<file path="src/hdl/rgb_link_defines.svh">
// Offsets, codes and cycle counts for the pixel serial transport.
`ifndef RGB_LINK_DEFINES_SVH
`define RGB_LINK_DEFINES_SVH

// ----------------------------------------------------------------------
// Clock and timing
// ----------------------------------------------------------------------
`define CLK_PERIOD_NS    10
`define SYMS_PER_WORD    3'd5
`define IDLE_SYMS        3'd1
`define PIX_LOW_CYCLES   3'd3
`define PIX_HIGH_6X      3'd3
`define PIX_HIGH_8X      3'd5
`define PIX_MIN_KHZ      3000
`define PIX_MAX_KHZ      12800

// ----------------------------------------------------------------------
// Link symbol layout
// ----------------------------------------------------------------------
`define START_CODE       2'h2
`define IDLE_SYM         4'h0
`define SYM_W            4
`define WORD_W           18
`define FS_BIT           17
`define LS_BIT           16

// ----------------------------------------------------------------------
// Multiplier select codes
// ----------------------------------------------------------------------
`define MULT_2X          3'h0
`define MULT_6X          3'h2
`define MULT_8X          3'h3

`endif

</file>
<file path="src/hdl/rgb_link_pkg.sv">
// Types shared by the pixel serial transport modules.
package rgb_link_pkg;
   typedef enum {SER_IDLE, SER_SEND, SER_GAP} ser_state_t;
   typedef enum {RX_HUNT, RX_DATA} rx_state_t;
   typedef enum {PC_HIGH_IDLE, PC_LOW, PC_HIGH} pclk_state_t;
endpackage

</file>
<file path="src/hdl/pix_word_if.sv">
// Carrier for captured pixel words from capture logic to serializer.
`timescale 1ns/10ps
interface pix_word_if;
   logic [17:0] word;
   logic        load;
   logic        busy;
   modport src (output word, output load, input busy);
   modport ser (input word, input load, output busy);
endinterface

</file>
<file path="src/hdl/link_serializer.sv">
// Master serializer: five symbols per pixel word, then one idle symbol.
`timescale 1ns/10ps
`include "rgb_link_defines.svh"
module link_serializer
   import rgb_link_pkg::*;
(
   input  wire logic       clk,
   input  wire logic       rst,
   pix_word_if.ser         wi,
   output logic [3:0]      sym_out
);
   ser_state_t  state_ff, nxt_state;
   logic [2:0]  cnt_ff, nxt_cnt;
   logic [15:0] sh_ff, nxt_sh;
   logic [3:0]  sym_ff, nxt_sym;
   logic        pend_ff, nxt_pend;
   logic [17:0] pend_word_ff, nxt_pend_word;
   logic [17:0] src;

   // ----------------------------------------------------------------------
   // Next state
   // ----------------------------------------------------------------------
   always_comb begin
      nxt_state     = state_ff;
      nxt_cnt       = cnt_ff;
      nxt_sh        = sh_ff;
      nxt_sym       = `IDLE_SYM;
      nxt_pend      = pend_ff;
      nxt_pend_word = pend_word_ff;
      src           = pend_ff ? pend_word_ff : wi.word;
      case (state_ff)
         SER_IDLE: begin
            if (pend_ff || wi.load) begin
               // first symbol carries start code and syncs
               nxt_sym   = {`START_CODE, src[`FS_BIT], src[`LS_BIT]};
               nxt_sh    = src[15:0];
               nxt_cnt   = `SYMS_PER_WORD - 3'd1;
               nxt_state = SER_SEND;
               nxt_pend  = pend_ff && wi.load;
               if (pend_ff && wi.load) begin
                  nxt_pend_word = wi.word;
               end
            end
         end
         SER_SEND: begin
            nxt_sym = sh_ff[15:12];
            nxt_sh  = {sh_ff[11:0], 4'h0};
            nxt_cnt = cnt_ff - 3'd1;
            if (cnt_ff == 3'd1) begin
               nxt_state = SER_GAP;
            end
         end
         SER_GAP: begin
            // one idle symbol before the next word
            nxt_state = SER_IDLE;
         end
         default: begin
            nxt_state = SER_IDLE;
         end
      endcase
      if (state_ff != SER_IDLE && wi.load) begin
         nxt_pend      = 1'b1;
         nxt_pend_word = wi.word;
      end
   end

   // ----------------------------------------------------------------------
   // Registers
   // ----------------------------------------------------------------------
   always_ff @(posedge clk) begin
      if (rst) begin
         state_ff     <= SER_IDLE;
         cnt_ff       <= 3'h0;
         sh_ff        <= 16'h0000;
         sym_ff       <= `IDLE_SYM;
         pend_ff      <= 1'b0;
         pend_word_ff <= 18'h00000;
      end else begin
         state_ff     <= nxt_state;
         cnt_ff       <= nxt_cnt;
         sh_ff        <= nxt_sh;
         sym_ff       <= nxt_sym;
         pend_ff      <= nxt_pend;
         pend_word_ff <= nxt_pend_word;
      end
   end

   assign sym_out = sym_ff;
   assign wi.busy = pend_ff;
endmodule

</file>
<file path="src/hdl/rgb_link_top.sv">
// Pixel bus transport: master capture and serializer, slave deserializer.
// ----------------------------------------------------------------------
// Overview of operation
// - Link carries 16 colour bits 5-6-5, pixel clock and two syncs.
// - Master sends one pixel word with syncs and overhead in five link cycles.
// - Slave pixel clock is low three link cycles, then high two plus idle.
// - The 8X multiplier still works with 37.5% pixel clock duty.
// - At 6X the pixel clock may run from 3 to 12.8 MHz.
// - Master captures colour and syncs on each rising strobe edge.
// - One idle link cycle follows each five-cycle word.
// - Slave outputs word and syncs; pixel clock trails data by one cycle.
// - Link clock is reference frequency times the selected multiplier.
// ----------------------------------------------------------------------
`timescale 1ns/10ps
`include "rgb_link_defines.svh"
module rgb_link_top
   import rgb_link_pkg::*;
#(
   parameter int SYNC_STAGES = 2
)
(
   input  wire logic        CLK,
   input  wire logic        RST,
   input  wire logic        PIX_STROBE,
   input  wire logic [15:0] PIX_COLOUR,
   input  wire logic        LINE_SYNC,
   input  wire logic        FRAME_SYNC,
   input  wire logic [2:0]  PLL_MULT_SEL,
   output logic      [3:0]  LINK_DATA_OUT,
   input  wire logic [3:0]  LINK_DATA_IN,
   output logic      [15:0] OUT_COLOUR,
   output logic             OUT_LINE_SYNC,
   output logic             OUT_FRAME_SYNC,
   output logic             OUT_PIX_CLK,
   output logic             CAPTURE_BUSY
);
   // Only a two-flop synchroniser is built, so any other depth is refused.
   if (SYNC_STAGES != 2) begin
      $error("SYNC_STAGES must be 2");
   end

   // ----------------------------------------------------------------------
   // Pin synchronisers
   // ----------------------------------------------------------------------
   logic [18:0] in_s1_ff, in_s2_ff;
   logic [2:0]  mult_s1_ff, mult_s2_ff;
   logic [3:0]  rx_s1_ff, rx_s2_ff;
   logic        strobe_d_ff;

   always_ff @(posedge CLK) begin
      if (RST) begin
         // The strobe idles high, so a parked strobe at release is no new word.
         in_s1_ff    <= 19'h40000;
         in_s2_ff    <= 19'h40000;
         mult_s1_ff  <= `MULT_6X;
         mult_s2_ff  <= `MULT_6X;
         rx_s1_ff    <= `IDLE_SYM;
         rx_s2_ff    <= `IDLE_SYM;
         strobe_d_ff <= 1'b1;
      end else begin
         in_s1_ff    <= {PIX_STROBE, FRAME_SYNC, LINE_SYNC, PIX_COLOUR};
         in_s2_ff    <= in_s1_ff;
         mult_s1_ff  <= PLL_MULT_SEL;
         mult_s2_ff  <= mult_s1_ff;
         rx_s1_ff    <= LINK_DATA_IN;
         rx_s2_ff    <= rx_s1_ff;
         strobe_d_ff <= in_s2_ff[18];
      end
   end

   // ----------------------------------------------------------------------
   // Master capture
   // ----------------------------------------------------------------------
   pix_word_if wi ();
   logic        load_ff, nxt_load;
   logic [17:0] word_ff, nxt_word;
   logic        busy_ff;

   always_comb begin
      nxt_word = word_ff;
      nxt_load = in_s2_ff[18] && !strobe_d_ff;
      if (nxt_load) begin
         nxt_word = in_s2_ff[17:0];
      end
   end

   always_ff @(posedge CLK) begin
      if (RST) begin
         load_ff <= 1'b0;
         word_ff <= 18'h00000;
         busy_ff <= 1'b0;
      end else begin
         load_ff <= nxt_load;
         word_ff <= nxt_word;
         busy_ff <= wi.busy;
      end
   end

   assign wi.load      = load_ff;
   assign wi.word      = word_ff;
   assign CAPTURE_BUSY = busy_ff;

   link_serializer u_ser (
      .clk     (CLK),
      .rst     (RST),
      .wi      (wi.ser),
      .sym_out (LINK_DATA_OUT)
   );

   // ----------------------------------------------------------------------
   // Slave deserializer
   // ----------------------------------------------------------------------
   rx_state_t   rx_state_ff, nxt_rx_state;
   logic [2:0]  rx_cnt_ff, nxt_rx_cnt;
   logic [11:0] rx_sh_ff, nxt_rx_sh;
   logic [1:0]  rx_sync_ff, nxt_rx_sync;
   logic [15:0] colour_ff, nxt_colour;
   logic        ls_ff, nxt_ls;
   logic        fs_ff, nxt_fs;
   logic        done_ff, nxt_done;

   always_comb begin
      nxt_rx_state = rx_state_ff;
      nxt_rx_cnt   = rx_cnt_ff;
      nxt_rx_sh    = rx_sh_ff;
      nxt_rx_sync  = rx_sync_ff;
      nxt_colour   = colour_ff;
      nxt_ls       = ls_ff;
      nxt_fs       = fs_ff;
      nxt_done     = 1'b0;
      case (rx_state_ff)
         RX_HUNT: begin
            if (rx_s2_ff[3:2] == `START_CODE) begin
               nxt_rx_sync  = rx_s2_ff[1:0];
               nxt_rx_cnt   = `SYMS_PER_WORD - 3'd1;
               nxt_rx_state = RX_DATA;
            end
         end
         RX_DATA: begin
            nxt_rx_sh  = {rx_sh_ff[7:0], rx_s2_ff};
            nxt_rx_cnt = rx_cnt_ff - 3'd1;
            if (rx_cnt_ff == 3'd1) begin
               // syncs leave with their own colour word
               nxt_colour   = {rx_sh_ff, rx_s2_ff};
               nxt_fs       = rx_sync_ff[1];
               nxt_ls       = rx_sync_ff[0];
               nxt_done     = 1'b1;
               nxt_rx_state = RX_HUNT;
            end
         end
         default: begin
            nxt_rx_state = RX_HUNT;
         end
      endcase
   end

   always_ff @(posedge CLK) begin
      if (RST) begin
         rx_state_ff <= RX_HUNT;
         rx_cnt_ff   <= 3'h0;
         rx_sh_ff    <= 12'h000;
         rx_sync_ff  <= 2'h0;
         colour_ff   <= 16'h0000;
         ls_ff       <= 1'b0;
         fs_ff       <= 1'b0;
         done_ff     <= 1'b0;
      end else begin
         rx_state_ff <= nxt_rx_state;
         rx_cnt_ff   <= nxt_rx_cnt;
         rx_sh_ff    <= nxt_rx_sh;
         rx_sync_ff  <= nxt_rx_sync;
         colour_ff   <= nxt_colour;
         ls_ff       <= nxt_ls;
         fs_ff       <= nxt_fs;
         done_ff     <= nxt_done;
      end
   end

   assign OUT_COLOUR     = colour_ff;
   assign OUT_LINE_SYNC  = ls_ff;
   assign OUT_FRAME_SYNC = fs_ff;

   // ----------------------------------------------------------------------
   // Regenerated pixel clock
   // ----------------------------------------------------------------------
   // High time depends on the multiplier; 8X stretches it, so duty drops.
   function automatic logic [2:0] high_cycles(input logic [2:0] sel);
      high_cycles = (sel == `MULT_8X) ? `PIX_HIGH_8X : `PIX_HIGH_6X;
   endfunction

   pclk_state_t pc_state_ff, nxt_pc_state;
   logic [2:0]  pc_cnt_ff, nxt_pc_cnt;
   logic        pclk_ff, nxt_pclk;

   always_comb begin
      nxt_pc_state = pc_state_ff;
      nxt_pc_cnt   = pc_cnt_ff;
      nxt_pclk     = pclk_ff;
      case (pc_state_ff)
         PC_HIGH_IDLE: begin
            nxt_pclk = 1'b1;
         end
         PC_LOW: begin
            nxt_pc_cnt = pc_cnt_ff - 3'd1;
            if (pc_cnt_ff == 3'd1) begin
               // high time from multiplier, 5 at 8X
               nxt_pclk     = 1'b1;
               nxt_pc_cnt   = high_cycles(mult_s2_ff);
               nxt_pc_state = PC_HIGH;
            end
         end
         PC_HIGH: begin
            nxt_pc_cnt = pc_cnt_ff - 3'd1;
            if (pc_cnt_ff == 3'd1) begin
               nxt_pc_state = PC_HIGH_IDLE;
            end
         end
         default: begin
            nxt_pc_state = PC_HIGH_IDLE;
         end
      endcase
      // A new word restarts the low phase so no pixel edge is lost.
      if (done_ff) begin
         nxt_pclk     = 1'b0;
         nxt_pc_cnt   = `PIX_LOW_CYCLES;
         nxt_pc_state = PC_LOW;
      end
   end

   always_ff @(posedge CLK) begin
      if (RST) begin
         pc_state_ff <= PC_HIGH_IDLE;
         pc_cnt_ff   <= 3'h0;
         pclk_ff     <= 1'b1;
      end else begin
         pc_state_ff <= nxt_pc_state;
         pc_cnt_ff   <= nxt_pc_cnt;
         pclk_ff     <= nxt_pclk;
      end
   end

   // falls one cycle after the data changes
   assign OUT_PIX_CLK = pclk_ff;
endmodule

</file>
<file path="config.mk">
export PLATFORM = sky130hd
export DESIGN_NAME = rgb_link_top
export DESIGN_NICKNAME = d
export VERILOG_FILES = /design/src/hdl/rgb_link_pkg.sv /design/src/hdl/pix_word_if.sv /design/src/hdl/link_serializer.sv /design/src/hdl/rgb_link_top.sv
export VERILOG_INCLUDE_DIRS = /design/src /design/src/hdl
export SDC_FILE = /design/constraint.sdc
export NUM_CORES = 1
export LEC_CHECK = 0
export BUFFER_PORTS_ARGS = -buffer_cell sky130_fd_sc_hd__buf_2
export CAP_MARGIN = 20
export CORE_ASPECT_RATIO = 1.5
export CORE_MARGIN = 3
export CORE_UTILIZATION = 55
export DETAILED_ROUTE_END_ITERATION = 8
export PLACE_DENSITY = 0.77
export RECOVER_POWER = 50
export SLEW_MARGIN = 10
export SYNTH_ARGS = -nofsm -noshare
export SYNTH_HDL_FRONTEND = slang
export SYNTH_HIERARCHICAL = 1
export SYNTH_SLANG_ARGS = --single-unit
export TNS_END_PERCENT = 30
</file>
<file path="constraint.sdc">
create_clock -name CLK -period 1.99 [get_ports CLK]
set_clock_uncertainty 0.2 [all_clocks]
set_input_delay 0 -clock CLK [delete_from_list [all_inputs] [get_ports CLK]]
set_output_delay 0 -clock CLK [all_outputs]
set_load 0.05 [all_outputs]
</file>
==> results by group, run 1 <==
CTS
  – CTS tree: built
  – Clock latency on the worst-skew pair: 410 ps
  – CTS Buffer Depth: 2
  – Clk root buf: clkbuf_16
  – Htree depth: 4
  – CTS sink cnt: 160
  – Hold buffers post-CTS: 31
  – Worst-path clk slew: 60 ps
  – Post-CTS Resized: 0
  – # Post-CTS Setup Buffers: 0
  – Num CTS Buffers: 17

STA
  – Worst Tran Pin Value: between 700 and 800 ps
  – Final hold vios: 0
  – Maximum clock rate: 590 MHz
  – Slew margin rel.: 47.1%
  – RSZ-0062 raised after global routing: false
  – Setup WS post-layout: about 290 ps
  – Final period util: 85.2%
  – Tmin final: 1700 ps
  – Final setup fails: 0
  – Slew Limit Fails: 0
  – Final TNS setup: 0 ps

Pwr
  – Peak VDD IR: 768 µV
  – Leakage Power: 2.52 nW
  – Cell Pwr Density: 923 nW/µm²

GRT
  – Initial antenna violation count: 0
  – Largest net degree at the start of global routing: 76
  – Total track usage: 20.8%
  – First-pass GRT wire length: 20,200 µm
  – Vias in the first global route: 4,410
  – GR Overflow Total: 0

Floorplan
  – Row count: 45
  – Starting Density: 56.9%
  – Core Box Area: 10,200 µm²
  – Die height: 132 µm
  – Die width: 90.1 µm
  – DIE AREA: 11,900 µm²
  – Number of I/O pins: 52

Critical path
  – CP top delay family: flip-flops
  – Critical path, cell by cell: or2_1 > a21o_1 > a31oi_1
  – CP Max Fanout: 14
  – Worst Path Arrival: 1750 ps
  – CP endpoint kind: flop
  – Worst path max stage delay: around 630 ps
  – WP data required: 2050 ps
  – Setup crit start kind: flop
  – Setup Crit Path Kind: flop to flop
  – Critical path's slowest cell: dfxtp_1
  – Buf/Inv on CP: 0

Cells and area
  – Register area: 3200 µm²
  – Multi-input gate area: around 2300 µm²
  – Diodes inserted: 0
  – Final non-filler cell total: a little over 800
  – Fin nets: 714
  – Layout cell share with drive strength beyond 1: 14.7%
  – Area growth from synthesis to layout: 19.6%
  – Fillers: 803

Synthesis
  – Synth Cell Area: 5830 µm²
  – Synth warn: 6
  – Ys async rst share: 0%
  – Syn Nets: between 600 and 700
  – Post-synthesis sequential area ratio: a little over half
  – Synth top area share: between 50% and 60%
  – Most instantiated cells after synthesis: dfxtp_1, nand2_1, nor2b_1
  – Synth area leader: dfxtp_1
  – Distinct cell type count after synthesis: 50
  – Syn Area/Cell: 9.70 µm²
  – Mapped Cells: 601
  – Post-synth EDFFs: 0
  – Top-count cell post-synth: dfxtp_1
  – Top FF cell, synth: dfxtp_1
  – Top cells by area, synth: dfxtp_1, nand2_1, nor2b_1, a21oi_1, a22o_1
  – Number of synthesized register bits: 160

Detailed routing
  – Drt drc: 0
  – Vias per cell: 5.24
  – Routed WL: 11,700 µm
  – Initial DRC Count: 239
  – Via count: 4,345
  – Wire length per cell: around 14 µm
  – Detail Route Antenna Nets: 0
  – Drt pass-1 iters: 5

Placed design
  – Pre-CTS setup slack: 333 ps
  – PortBufs: 51
  – GPL Wtd Cong: 0.795
  – Cells after DPL: 768
  – Final HPWL DP: 7340 µm

Flow run
  – Maxcap violations: 0

Status
  – Status: completed

Worst hold path
  – HP Class: input pin to flop
[worst min-delay path, delay by kind of cell]
| family | cells | cell delay, ps |
|---|---|---|
| buffers and inverters | 2 | 610 |
| and+or+nand+nor | 1 | 80 |
[cell usage in the layout, fill, tap and decap left out, types with 5 or more instances in the layout]
cell	instances
nor2b_1	53
clkbuf_16	17
clkbuf_1	25
a21oi_2	10
buf_2	26
a221oi_1	5
a22o_1	18
inv_1	14
a21oi_1	37
ha_1	9
o21ai_0	19
nor2_1	27
buf_4	15
or2_1	6
mux2i_1	13
a21o_1	13
nand2_1	108
dfxtp_1	160
nand3b_1	12
dlygate4sd3_1	31
a31oi_1	14
[per-stage QoR]
step / power, mW / area (µm²) / utilization (%) / hold WS [ps]
4_1_cts: 6.49 / 7010 / 68.4 / 93.1
3_5_place_dp: 3.58 / 6170 / 60.2 / -15.4
3_3_place_gp: 3.58 / 6170 / 60.2 / -22.3
5_1_grt: 6.66 / 6970 / 68.0 / 113
2_1_floorplan: 3.52 / 5830 / - / -103
6_report: 6.43 / 6970 / 68.0 / 97.9
[state kept, by name (all words and copies together), names as in the netlist, 12 cells and up]
| signal | count |
|---|---|
| u_ser/pend_word_ff | 18 |
| in_s1_ff | 19 |
| rx_sh_ff | 12 |
| u_ser/sh_ff | 16 |
| wi.word | 18 |
| in_s2_ff | 19 |
| OUT_COLOUR | 16 |
[layer usage]
layer  up-vias  global-route usage (%)  part of all wire, %
li1       2161                       -                    -
met1      2068                    23.6                   42
met2        91                    36.4                   51
met3        25                    5.54                  3.5
met4         0                    8.94                  2.5
met5         -                       0                    0
[worst paths after layout]
path                     endpoint  slack, ps         startpoint  cells after the start
hold / removal      mult_s1_ff[1]        100    PLL_MULT_SEL[1]                      3
setup / recovery  u_ser/sh_ff[13]        290  u_ser/state_ff[0]                      3
setup reg to reg  u_ser/sh_ff[13]        290  u_ser/state_ff[0]                      3
hold reg to reg      in_s2_ff[18]        200       in_s1_ff[18]                      1
[kinds of logic (layout without fill, tap and decap cells)]
group,count (synthesis),after routing,share of synthesized area (%)
adder cells (fa/ha/maj),9,9,1.93
AO/OA/AOI/OAI,135,135,16.4
flip-flops,160,160,54.9
multiplexers,16,16,2.81
XOR/XNOR,1,1,0.150
buffers and inverters,59,146,5.11
AND/OR/NAND/NOR,221,221,18.7
[report_power, final]
part / switching (mW) / leakage, nW / total, mW / internal, mW
sequential: 0.0348 / 1.30 / 3.30 / 3.27
clock: 1.25 / 0.258 / 2.87 / 1.62
combinational: 0.129 / 0.956 / 0.261 / 0.132
total: 1.41 / 2.52 / 6.43 / 5.02
[area by class of cell]
cell class	instances	share of cell area [%]
Timing Repair Buffer	99	9.64
Tap cell	141	2.53
Clock buffer	18	6.30
Clock inverter	12	1.26
Multi-Input combinational cell	382	33.4
Sequential cell	160	45.9
Inverter	17	0.915
Note: power is estimated with default switching activity, not from simulation.
==> run 2: changes to the inputs <==
--- a/config.mk
+++ b/config.mk
@@ -17,6 +17,5 @@
 export SLEW_MARGIN = 10
 export SYNTH_ARGS = -nofsm -noshare
 export SYNTH_HDL_FRONTEND = slang
-export SYNTH_HIERARCHICAL = 1
 export SYNTH_SLANG_ARGS = --single-unit
 export TNS_END_PERCENT = 30
==> run 2 against run 1 <==
  * Non-clock buffer count is 2 higher
  * Critical path type unchanged
  * Maximum frequency is 6.4% lower
  * Sequential share of layout area is 0.12 points higher
  * Synthesized cell count is 0.50% higher
==> results by group, run 2 <==
STA
  – Final hold vios: 0
  – Final setup fails: 0
  – Final Hold Slack: about 120 ps
  – Slew Limit Fails: 0
  – Maximum clock rate: 552 MHz
  – Worst Tran Pin Value: 862 ps
  – Tmin final: approximately 1800 ps
  – RSZ-0062 raised after global routing: false
  – Final period util: approximately 91%
  – Slew margin rel.: 42.5%
  – Final TNS setup: 0 ps
  – Setup WS post-layout: 179 ps

CTS
  – # Post-CTS Setup Buffers: 0
  – Num CTS Buffers: 17
  – Htree depth: 4
  – Clock latency on the worst-skew pair: 420 ps
  – Worst-path clk slew: roughly 70 ps
  – Clk root buf: clkbuf_16
  – CTS sink cnt: 160
  – Post-CTS Resized: 0
  – CTS tree: built
  – CTS Buffer Depth: 2

Synthesis
  – Synth Cell Area: 5670 µm²
  – Most instantiated cells after synthesis: dfxtp_1, nand2_1, a21oi_1
  – Number of synthesized register bits: 160
  – Ys async rst share: 0%
  – Top FF cell, synth: dfxtp_1
  – Distinct cell type count after synthesis: 44
  – Top-count cell post-synth: dfxtp_1
  – Post-synthesis sequential area ratio: approximately 56%
  – Syn Nets: 641
  – Post-synth EDFFs: 0
  – Synth area leader: dfxtp_1
  – Top cells by area, synth: dfxtp_1, nand2_1, nor2b_1, a21oi_1, a22o_1
  – Syn Area/Cell: 9.39 µm²
  – Synth top area share: between 50% and 60%
  – Mapped Cells: 604
  – Synth warn: 0

Pwr
  – Tot Pwr: 7.09 mW
  – Leakage Power: 2.56 nW
  – Cell Pwr Density: 1020 nW/µm²
  – Peak VDD IR: 744 µV

Detailed routing
  – Wire length per cell: roughly 15 µm
  – Initial DRC Count: between 200 and 300
  – Drt drc: 0
  – Routed WL: about 12,000 µm
  – Via count: 4,351
  – Vias per cell: 5.35
  – Drt pass-1 iters: 4
  – Detail Route Antenna Nets: 0

Placed design
  – Post-Place Cell Area: 5990 µm²
  – Cells after DPL: 745
  – GPL Wtd Cong: approximately 0.86
  – PortBufs: just over 50
  – Pre-CTS setup slack: a little over 200 ps
  – Final HPWL DP: slightly below 7000 µm

Floorplan
  – Row count: 44
  – DIE AREA: between 10,000 and 15,000 µm²
  – Die width: 88.9 µm
  – Number of I/O pins: 52
  – Die height: roughly 130 µm
  – Starting Density: a little under three fifths
  – Core Box Area: 9850 µm²

Cells and area
  – Layout cell share with drive strength beyond 1: 13.3%
  – Final Core Density: 70.6%
  – Area growth from synthesis to layout: 22.6%
  – Final Instance Area: 6950 µm²
  – Top flop regs: in_s1_ff x19, in_s2_ff x19
  – Fin nets: approximately 720
  – Final non-filler cell total: about 810
  – Commonest non-fill, non-tap cell in the layout: dfxtp_1
  – Diodes inserted: 0
  – Commonest non-fill, non-tap cells in the layout: dfxtp_1, nand2_1, a21oi_1

Critical path
  – Buf/Inv on CP: 0
  – CP Max Fanout: 18
  – Worst Path Arrival: roughly 2000 ps
  – Worst path max stage delay: 550 ps
  – CP endpoint kind: flop
  – Setup Crit Path Kind: flop to flop
  – Critical path, cell by cell: or2_4 > o21a_1 > nand2_1 > a21oi_2
  – CP top delay family: compound AO/OA/AOI/OAI gates
  – WP data required: 2120 ps
  – Critical path's slowest cell: o21a_1
  – Setup crit start kind: flop

GRT
  – GR Overflow Total: 0
  – Initial antenna violation count: 0
  – Total track usage: between 20% and 30%
  – Largest net degree at the start of global routing: 67
  – First-pass GRT wire length: 19,900 µm
  – Vias in the first global route: 4,383

Worst hold path
  – HP Class: input pin to flop

Status
  – Status: completed

Flow run
  – Maxcap violations: 0
## run 2: logic make-up (layout without fill, tap and decap cells)
family,after synthesis,in the layout,share of synthesized area (%)
AND/OR/NAND/NOR,235,235,19.2
XOR/XNOR,1,1,0.154
multiplexers,13,13,2.32
AO/OA/AOI/OAI,134,134,15.4
buffers and inverters,52,147,4.46
adder cells (fa/ha/maj),9,9,1.99
flip-flops,160,160,56.5
## run 2: tightest hold or removal path, delay by kind of cell
family | cells | cell delay [ps]
AND/OR/NAND/NOR | 1 | 80
buffers and inverters | 2 | 630
## run 2: final timing paths
path | startpoint | end | slack [ps] | depth (start not counted)
setup / recovery | u_ser.state_ff[0] | u_ser.pend_word_ff[10] | 180 | 4
hold / removal | PLL_MULT_SEL[1] | mult_s1_ff[1] | 120 | 3
setup reg to reg | u_ser.state_ff[0] | u_ser.pend_word_ff[10] | 180 | 4
hold reg to reg | in_s1_ff[18] | in_s2_ff[18] | 210 | 1
## run 2: metal layers
layer  vias up  routed length [µm]  global-route usage, %
met5         -                   0                      0
met4         0                 260                   8.90
met1      2080                4590                   23.1
met2        90                6590                   40.5
met3        18                 463                   7.14
li1       2163                   -                      -
## run 2: cell type report
type                    count  area [µm²]
flip-flops and latches    160        3200
fillers                   725        2900
multi-input cells         392        2220
repair buffers            101         687
clock buffers              17         425
clock inverters            15         221
well taps                 115         144
inverters                  14        52.6
## run 2: where the power goes
group	total [mW]	internal (mW)	switching, mW
Sequential	3.29	3.27	0.0295
Clock	3.54	2.15	1.39
Combinational	0.260	0.130	0.131
## run 2: timing repair
action,in CTS,in global routing
hold buffers,37,0
setup endpoints to repair,0,0
hold endpoints to repair,50,0
